--- src/shared/feature_id_defs.vh ---
// constants for the feature identification register block
`ifndef FEATURE_ID_DEFS_VH
`define FEATURE_ID_DEFS_VH

// ----------------------------------------------------------------
// read encoding
// ----------------------------------------------------------------
`define ENC_OP0          2'h3
`define ENC_OP1          3'h0
`define ENC_CRN          4'h0
`define ENC_CRM          4'h5
`define ENC_OP2_AUX0     3'h4
`define ENC_OP2_AUX1     3'h5
`define ENC_OP2_ISA0     3'h0
`define ENC_CRM_ISA0     4'h6

// ----------------------------------------------------------------
// privilege levels and trap class
// ----------------------------------------------------------------
`define PRIV_L0          2'h0
`define PRIV_L1          2'h1
`define PRIV_L2          2'h2
`define TRAP_CLASS_SYS   6'h18

// ----------------------------------------------------------------
// register values and field positions
// ----------------------------------------------------------------
`define AUX_ID_RESET     64'h0
`define RANDOM_NUMBER_FIELD_LSB         60
`define TLBM_LSB         56
`define FLAG_LSB         52
`define HFMA_LSB         48
`define DOTP_LSB         44
`define CIPH_LSB         40
`define VAL_RANDOM_NUMBER_FIELD_ON      4'h1
`define VAL_TLBM         4'h2
`define VAL_FLAG         4'h2
`define VAL_HFMA         4'h1
`define VAL_DOTP         4'h1
`define VAL_CIPH_ON      4'h1
`define VAL_ZERO4        4'h0
`define FIELD_W          4
`define ZERO_DATA        64'h0
`define NO_TRAP_LVL      2'h0
`define NO_TRAP_CLASS    6'h0

`endif
--- src/hdl/cpu_feature_id_regs.v ---
// feature identification registers with privilege-gated read path
// Notes on behaviour
// - the first auxiliary feature register is 64 reserved bits reading zero.
// - the second auxiliary register is 64 bits, resets to and reads zero.
// - the first auxiliary register is op0 3, op1 0, CRm 5, op2 4.
// - the second auxiliary register is op0 3, op1 0, CRn 0, CRm 5, op2 5.
// - level 0 reads trap, class 0x18, to level 2 if el2 and host bit, else 1.
// - level 1 reads trap to level 2, class 0x18, if el2 and group-3 bit set.
// - reads at level 2 or 3 return the contents with no trap check.
// - the random number field reads 1 when that option is built in, else 0.
// - the translation maintenance field reads 2.
// - the flag manipulation field reads 2.
// - the half-precision multiply-accumulate field reads 1.
// - the dot product field at bits 47:44 reads 1.
// - cipher field reads 1 only with crypto built in and enabled, else 0.
`timescale 1ns/1ps
`default_nettype none
`include "feature_id_defs.vh"

module cpu_feature_id_regs #(
   parameter HAS_RANDOM_NUMBER_FIELD   = 1,
   parameter HAS_CRYPTO = 1
) (
   // clock and reset
   input  wire        clk,
   input  wire        rst_n,
   // read request
   input  wire        rd_valid,
   input  wire [1:0]  rd_op0,
   input  wire [2:0]  rd_op1,
   input  wire [3:0]  rd_crn,
   input  wire [3:0]  rd_crm,
   input  wire [2:0]  rd_op2,
   // core state, same clock domain
   input  wire [1:0]  current_priv_level,
   input  wire        el2_enabled,
   input  wire        general_host_trap_bit,
   input  wire        group3_id_trap_bit,
   input  wire        cipher_enable,
   // answer
   output reg         rsp_valid_q,
   output reg         rsp_hit_q,
   output reg  [63:0] rsp_data_q,
   output reg         trap_q,
   output reg  [1:0]  trap_level_q,
   output reg  [5:0]  trap_class_q
);

   // ----------------------------------------------------------------
   // register contents
   // ----------------------------------------------------------------
   // held as constants: nothing writes them, so no storage is spent
   wire [63:0] aux_feature_id_0 = `AUX_ID_RESET;
   wire [63:0] aux_feature_id_1 = `AUX_ID_RESET;
   wire [3:0]  random_number_field =
      (HAS_RANDOM_NUMBER_FIELD != 0) ? `VAL_RANDOM_NUMBER_FIELD_ON : `VAL_ZERO4;
   wire [3:0]  block_cipher_field =
      ((HAS_CRYPTO != 0) && cipher_enable) ? `VAL_CIPH_ON
                                           : `VAL_ZERO4;
   // build options are parameters; cipher_enable alone can move at run time
   wire [63:0] isa_attribute_id_0;

   // the six listed attribute fields, the cipher field last
   localparam NUM_FIELDS = 6;
   wire [NUM_FIELDS*`FIELD_W-1:0] field_vals = {
      random_number_field,
      `VAL_TLBM,
      `VAL_FLAG,
      `VAL_HFMA,
      `VAL_DOTP,
      block_cipher_field
   };

   // bit position of field idx, counted upward from the cipher field
   function integer field_lsb;
      input integer idx;
      begin
         case (idx)
            0:       field_lsb = `CIPH_LSB;
            1:       field_lsb = `DOTP_LSB;
            2:       field_lsb = `HFMA_LSB;
            3:       field_lsb = `FLAG_LSB;
            4:       field_lsb = `TLBM_LSB;
            5:       field_lsb = `RANDOM_NUMBER_FIELD_LSB;
            default: field_lsb = `CIPH_LSB;
         endcase
      end
   endfunction

   genvar f;
   generate
      for (f = 0; f < NUM_FIELDS; f = f + 1) begin : g_field
         assign isa_attribute_id_0[field_lsb(f) +: `FIELD_W] =
            field_vals[f*`FIELD_W +: `FIELD_W];
      end
   endgenerate

   // fields below the listed ones are left out and read zero
   assign isa_attribute_id_0[`CIPH_LSB-1:0] = {`CIPH_LSB{1'h0}};

   // ----------------------------------------------------------------
   // decode
   // ----------------------------------------------------------------
   wire base_hit = (rd_op0 == `ENC_OP0) && (rd_op1 == `ENC_OP1) &&
                   (rd_crn == `ENC_CRN);
   wire sel_aux0 = base_hit && (rd_crm == `ENC_CRM) &&
                   (rd_op2 == `ENC_OP2_AUX0);
   wire sel_aux1 = base_hit && (rd_crm == `ENC_CRM) &&
                   (rd_op2 == `ENC_OP2_AUX1);
   wire sel_isa0 = base_hit && (rd_crm == `ENC_CRM_ISA0) &&
                   (rd_op2 == `ENC_OP2_ISA0);
   wire hit      = sel_aux0 | sel_aux1 | sel_isa0;
   wire [2:0] sel_onehot = {sel_aux0, sel_aux1, sel_isa0};

   // ----------------------------------------------------------------
   // register select
   // ----------------------------------------------------------------
   // one-hot select codes, at most one encoding matches
   localparam SEL_AUX0 = 3'h4;
   localparam SEL_AUX1 = 3'h2;
   localparam SEL_ISA0 = 3'h1;

   reg [63:0] sel_data;
   always @* begin
      sel_data = `ZERO_DATA;
      case (sel_onehot)
         SEL_AUX0: sel_data = aux_feature_id_0;
         SEL_AUX1: sel_data = aux_feature_id_1;
         SEL_ISA0: sel_data = isa_attribute_id_0;
         default:  sel_data = `ZERO_DATA;
      endcase
   end

   // ----------------------------------------------------------------
   // privilege gating
   // ----------------------------------------------------------------
   // level 0 reads of mapped registers always trap, so no contents ever reach level 0
   wire host_route = el2_enabled && general_host_trap_bit;
   wire guest_trap = el2_enabled && group3_id_trap_bit;

   reg       trap_req;
   reg [1:0] trap_lvl;
   always @* begin
      trap_req = 1'h0;
      trap_lvl = `PRIV_L1;
      case (current_priv_level)
         `PRIV_L0: begin
            trap_req = 1'h1;
            trap_lvl = host_route ? `PRIV_L2 : `PRIV_L1;
         end
         `PRIV_L1: begin
            trap_req = guest_trap;
            trap_lvl = `PRIV_L2;
         end
         default: begin
            trap_req = 1'h0;
            trap_lvl = `PRIV_L1;
         end
      endcase
   end

   // ----------------------------------------------------------------
   // next answer
   // ----------------------------------------------------------------
   // unmapped encodings answer with hit low and zero data, never trap
   wire take = rd_valid && hit;

   reg         rsp_valid_d;
   reg         rsp_hit_d;
   reg  [63:0] rsp_data_d;
   reg         trap_d;
   reg  [1:0]  trap_level_d;
   reg  [5:0]  trap_class_d;

   always @* begin
      rsp_valid_d  = rd_valid;
      rsp_hit_d    = take;
      rsp_data_d   = `ZERO_DATA;
      trap_d       = 1'h0;
      trap_level_d = `NO_TRAP_LVL;
      trap_class_d = `NO_TRAP_CLASS;
      if (take && trap_req) begin
         trap_d       = 1'h1;
         trap_level_d = trap_lvl;
         trap_class_d = `TRAP_CLASS_SYS;
      end else if (take) begin
         rsp_data_d   = sel_data;
      end
   end

   // ----------------------------------------------------------------
   // answer registers
   // ----------------------------------------------------------------
   // the answer lands one cycle after the request; trap and data exclusive
   always @(posedge clk) begin
      if (!rst_n) begin
         rsp_valid_q  <= 1'h0;
         rsp_hit_q    <= 1'h0;
         rsp_data_q   <= `ZERO_DATA;
      end else begin
         rsp_valid_q  <= rsp_valid_d;
         rsp_hit_q    <= rsp_hit_d;
         rsp_data_q   <= rsp_data_d;
      end
   end

   // trap level and class read zero whenever no trap is taken
   always @(posedge clk) begin
      if (!rst_n) begin
         trap_q       <= 1'h0;
         trap_level_q <= `NO_TRAP_LVL;
         trap_class_q <= `NO_TRAP_CLASS;
      end else begin
         trap_q       <= trap_d;
         trap_level_q <= trap_level_d;
         trap_class_q <= trap_class_d;
      end
   end

endmodule

`default_nettype wire

--- config.mk ---
export PLATFORM = sky130hd
export DESIGN_NAME = cpu_feature_id_regs
export DESIGN_NICKNAME = d
export VERILOG_FILES = /design/src/hdl/cpu_feature_id_regs.v
export VERILOG_INCLUDE_DIRS = /design/src /design/src/shared
export SDC_FILE = /design/constraint.sdc
export NUM_CORES = 1
export LEC_CHECK = 0
export BUFFER_PORTS_ARGS = -buffer_cell sky130_fd_sc_hd__buf_4
export CORE_ASPECT_RATIO = 1.75
export CORE_UTILIZATION = 32
export DETAILED_ROUTE_END_ITERATION = 16
export HOLD_SLACK_MARGIN = 0.06
export PLACE_DENSITY = 0.87
export SLEW_MARGIN = 20
export SYNTH_ARGS = -nofsm -noshare
export SYNTH_HDL_FRONTEND = slang
export SYNTH_SLANG_ARGS = --single-unit
export TNS_END_PERCENT = 5
--- constraint.sdc ---
create_clock -name clk -period 1.19 [get_ports clk]
set_input_delay 0.119 -clock clk [delete_from_list [all_inputs] [get_ports clk]]
set_output_delay 0.119 -clock clk [all_outputs]
set_load 0.05 [all_outputs]
[Word-level counts from Yosys, hierarchy flattened]
Cells that the tools add are included.
Operators by class
  eq/ne operators: 7
  muxes and demuxes: 7
  reductions and logical operators: 18
  bitwise logic cells: 5
Operator list (count)
  $mux 61: 1
  $logic_and 1x1->1: 11
  $eq 4x3->1 const B: 2
  $eq 3x3->1 const B: 2
  $logic_not 3->1: 2
  $mux 5: 1
  $logic_not 4->1: 1
  $pmux 2 s2: 1
  $reduce_or 4->1: 1
  $eq 3x1->1 const B: 1
  $not 1->1: 3
  $reduce_or 3->1: 1
  $eq 2x1->1 const B: 1
  $eq 2x2->1 const B: 1
  $logic_not 2->1: 1
  $mux 1: 2
  $mux 2: 1
  $or 1x1->1: 2
  $pmux 1 s2: 1
  $reduce_and 2->1: 1
Storage, ports and cells
  input port bits: 25
  flip-flop bits (word level): 75
  word-level logic and storage cells: 44
  output and inout port bits: 75

[Longest topological paths before layout]
  word-level depth: 10
  depth in mapped cells: 3
  gate-level depth less buffers: 3

[Least setup slack after synthesis]
Ideal clock, no wire load.
  path type: reg-to-output
  start: register rsp_data_q[57] (netlist name)
  end: output port rsp_data_q[48]
  required time: 1.071 ns
  buffers on the path: 1
  cell stages (with the launch flop): 2
  arrival time: 0.954 ns
  path slack: 0.117 ns
  cell sequence: dfxtp_1 buf_4
RTL lines
  end, declared: RTL line cpu_feature_id_regs.v:43  | output reg [63:0] rsp_data_q,

[Worst setup path in the final report]
  start: register rsp_data_q[57]
  end: output port rsp_data_q[57]
RTL lines
  start signal, assigned: RTL line cpu_feature_id_regs.v:199  | rsp_data_q <= `ZERO_DATA;
  start signal, assigned: RTL line cpu_feature_id_regs.v:203  | rsp_data_q <= rsp_data_d;
No word-level cell between the ends.

==> impl_metrics.prom <==
# TYPE chip_impl_metric gauge
chip_impl_metric{name="post_cts_resize_count",unit=""} 0
chip_impl_metric{name="final_cell_area",unit="um2"} 900
chip_impl_metric{name="final_net_count",unit=""} 154
chip_impl_metric{name="number_of_standard_cells_after_synthesis",unit=""} 93
chip_impl_metric{name="detail_route.iter0.violations",unit=""} 2
chip_impl_metric{name="drv_slew",unit=""} 0
chip_impl_metric{name="pre_cts_slack",unit="ps"} 2.63
chip_impl_metric{name="clock.fmax",unit="MHz"} 1030
chip_impl_metric{name="die_area",unit="um2"} 2780
chip_impl_metric{name="clock-sinks",unit=""} 7
chip_impl_metric{name="placeableCoreArea",unit="um2"} 2360
chip_impl_metric{name="stdcell_count",unit=""} 153
chip_impl_metric{name="max_cap_viol_count",unit=""} 0
chip_impl_info{name="cpMaxStageDelayCell",value="sky130_fd_sc_hd__dfxtp_1"} 1
chip_impl_metric{name="area_delta_synth_final",unit="%"} 9.77
chip_impl_metric{name="cts_hold_buffers",unit=""} 0
chip_impl_metric{name="finalWorstSetupSlack",unit="ps"} 217
chip_impl_metric{name="postPlaceCellArea",unit="um2"} 855
chip_impl_metric{name="netSwitchingFraction",unit="%"} 51.0
chip_impl_metric{name="synth_cell_types",unit=""} 14
chip_impl_metric{name="synth.yosys.seq_area_share",unit="%"} 17.1
chip_impl_metric{name="power.density_cell_area",unit="nW/um2"} 1210
chip_impl_metric{name="wl_per_cell",unit="um"} 7.92
chip_impl_info{name="clock_tree_from_tritoncts",value="built"} 1
chip_impl_metric{name="power_leakage",unit="nW"} 0.519
chip_impl_metric{name="ir_worst_vdd",unit="mV"} 0.456
chip_impl_metric{name="htreeDepth",unit=""} 1
chip_impl_metric{name="crit_buf_inv",unit=""} 1
chip_impl_metric{name="cts_buffers",unit=""} 3
chip_impl_metric{name="post_synth.cell_area_avg",unit="um2"} 8.81
chip_impl_info{name="cts.root.buffer_cell",value="sky130_fd_sc_hd__clkbuf_8"} 1
chip_impl_info{name="setup.worst_path.start_class",value="register"} 1
chip_impl_metric{name="crit_path_max_fanout",unit=""} 5
chip_impl_metric{name="fin_hold_ws",unit="ps"} 138
chip_impl_metric{name="drt-total-wl",unit="um"} 1210
chip_impl_metric{name="arrival",unit="ps"} 850
chip_impl_metric{name="drt_pre_antenna_iters",unit=""} 2
chip_impl_metric{name="postRouteAntennaNets",unit=""} 0
chip_impl_metric{name="count_of_vias_placed_by_the_detailed_router",unit=""} 535
chip_impl_metric{name="initial_utilization",unit="%"} 34.7
chip_impl_metric{name="layout_min_cycle_time",unit="ps"} 973
chip_impl_metric{name="vias_per_cell",unit=""} 3.50
chip_impl_info{name="crit_family",value="flip-flops"} 1
chip_impl_metric{name="ys_ff_latch",unit=""} 7
chip_impl_metric{name="power.switching",unit="uW"} 556
chip_impl_metric{name="share_of_the_synthesized_area_in_the_top_cell_type",unit="%"} 62.3
chip_impl_info{name="rsz_0062_raised_after_global_routing",value="false"} 1
chip_impl_metric{name="layout_worst_path_cycle_share",unit="%"} 81.8
chip_impl_metric{name="number_of_post_cts_setup_repair_buffers",unit=""} 0
chip_impl_metric{name="power_share_of_the_combinational_group",unit="%"} 48.4
chip_impl_metric{name="io_buffers",unit=""} 37
chip_impl_metric{name="io-pin-count",unit=""} 100
chip_impl_info{name="synthDominantAreaCellType",value="sky130_fd_sc_hd__buf_4"} 1
chip_impl_info{name="setup.worst_path.end_class",value="output port"} 1
chip_impl_metric{name="die_h",unit="um"} 68.9
chip_impl_metric{name="fillerInstances",unit=""} 262
chip_impl_metric{name="seq_power_share",unit="%"} 21.8
chip_impl_info{name="crit_start",value="rsp_data_q[57]"} 1
chip_impl_metric{name="clkTransAtPathRegs",unit="ps"} 40
chip_impl_metric{name="antenna-diode-count",unit=""} 0
chip_impl_metric{name="num_rows",unit=""} 23
chip_impl_metric{name="timing_hold_violations_final",unit=""} 0
chip_impl_metric{name="first_global_vias",unit=""} 428
chip_impl_info{name="layout.cells.most_common",value="sky130_fd_sc_hd__conb_1"} 1
chip_impl_metric{name="drcViolationCount",unit=""} 0
chip_impl_metric{name="synth.yosys.warnings",unit=""} 0
chip_impl_info{name="critical_path.cell_chain",value="buf_4"} 1
chip_impl_metric{name="clock_group_share_of_total_power",unit="%"} 29.8
chip_impl_info{name="min-delay-start",value="rd_valid"} 1
chip_impl_info{name="worstHoldEndpoint",value="rsp_valid_q"} 1
chip_impl_info{name="status",value="finished clean"} 1
chip_impl_metric{name="gpl.final_weighted_congestion",unit=""} 0.665
chip_impl_metric{name="cts_buffer_depth",unit=""} 2
chip_impl_metric{name="numPlacedInstances",unit=""} 149
chip_impl_metric{name="grt_remaining_overflow",unit=""} 0
chip_impl_metric{name="die_width",unit="um"} 40.3
chip_impl_info{name="class_of_the_tightest_hold_or_removal_check",value="in -> reg"} 1
chip_impl_info{name="most_used_cells_in_the_layout_excluding_fill_and_tap_cells",value="sky130_fd_sc_hd__conb_1 (62), sky130_fd_sc_hd__buf_4 (38), sky130_fd_sc_hd__dfxtp_1 (7), sky130_fd_sc_hd__nor4b_2 (4), sky130_fd_sc_hd__clkbuf_8 (3)"} 1
chip_impl_metric{name="antenna_found_initial",unit=""} 0
chip_impl_metric{name="p_total",unit="mW"} 1.09
chip_impl_metric{name="postLayoutCoreUtil",unit="%"} 38.1
chip_impl_metric{name="p_int",unit="uW"} 535
chip_impl_metric{name="max_stage_delay",unit="ps"} 400
chip_impl_metric{name="cp.required",unit="ps"} 1070
chip_impl_metric{name="setup_violations",unit=""} 0
chip_impl_metric{name="first_pass_grt_wire_length",unit="um"} 1750
chip_impl_info{name="ys_top_cells_by_area",value="sky130_fd_sc_hd__buf_4 (62%), sky130_fd_sc_hd__dfxtp_1 (17%), sky130_fd_sc_hd__nor4b_2 (7.3%)"} 1
chip_impl_metric{name="hpwl",unit="um"} 1100
chip_impl_metric{name="track_usage",unit="%"} 9.69
chip_impl_metric{name="drive_above_1_share",unit="%"} 36.7
chip_impl_metric{name="post_route_setup_tns",unit="ps"} 0
chip_impl_info{name="worstSetupPathType",value="reg -> out"} 1
chip_impl_metric{name="grt_start_max_net_pins",unit=""} 7
chip_impl_metric{name="syn-cell-area",unit="um2"} 820
chip_impl_metric{name="worst_hold_path.num_cells",unit=""} 2
[state kept, by name, indices dropped and copies added (netlist names)]
name          cells
rsp_data_q        2
rsp_hit_q         1
rsp_valid_q       1
trap_class_q      1
trap_level_q      2
[synthesized netlist by cell type]
library cell and instances:
sky130_fd_sc_hd__and2_1 1, sky130_fd_sc_hd__nand4_2 1, sky130_fd_sc_hd__nor4b_4 1, sky130_fd_sc_hd__nor2_1 1, sky130_fd_sc_hd__nor4bb_1 2, sky130_fd_sc_hd__inv_1 1
sky130_fd_sc_hd__buf_4 68, sky130_fd_sc_hd__nor3b_1 2, sky130_fd_sc_hd__nand2_1 1, sky130_fd_sc_hd__a21oi_1 2, sky130_fd_sc_hd__conb_1 1, sky130_fd_sc_hd__dfxtp_1 7
sky130_fd_sc_hd__nor4b_2 4, sky130_fd_sc_hd__a31oi_1 1
[cell families after synthesis]
logic type	count (synthesis)	share of synthesized area [%]
other	1	0.458
and+or+nand+nor	13	17.7
AOI/OAI and AO/OA	3	1.99
buffers and inverters	69	62.7
DFF	7	17.1
[power groups by stage]
stage | logic, mW | registers (mW) | clock network [mW]
3_5_place_dp | 0.525 | 0.242 | 0
5_1_grt | 0.555 | 0.238 | 0.360
4_1_cts | 0.525 | 0.238 | 0.338
2_1_floorplan | 0.605 | 0.248 | 0
3_3_place_gp | 0.523 | 0.242 | 0
6_report | 0.528 | 0.238 | 0.325
[layer usage]
metal	wire length, um	global-route usage (%)	up-vias
met2	691	17.3	69
met1	334	6.84	225
li1	-	-	239
met3	168	3.53	2
met5	0	0	-
met4	18	9.58	0
[worst max path at each step]
| stage | to | slack, ps | depth (start not counted) |
|---|---|---|---|
| 6_report | rsp_data_q[57] | 220 | 1 |
| 4_1_cts | rsp_data_q[44] | 200 | 1 |
| 2_1_floorplan | rsp_data_q[48] | 120 | 1 |
| 3_3_place_gp | trap_level_q[0] | 40 | 4 |
| 3_5_place_dp | rsp_data_q[40] | 3 | 4 |
| 5_1_grt | rsp_data_q[60] | 160 | 1 |
[cell type report]
class | instances | area, um2 | area share (%)
Timing Repair Buffer | 38 | 285 | 31.7
Inverter | 1 | 3.75 | 0.417
Clock buffer | 4 | 45.0 | 5.01
Multi-Input combinational cell | 78 | 394 | 43.8
Sequential cell | 7 | 140 | 15.6
Tap cell | 25 | 31.3 | 3.48
Power figures use the tool's default switching activity.
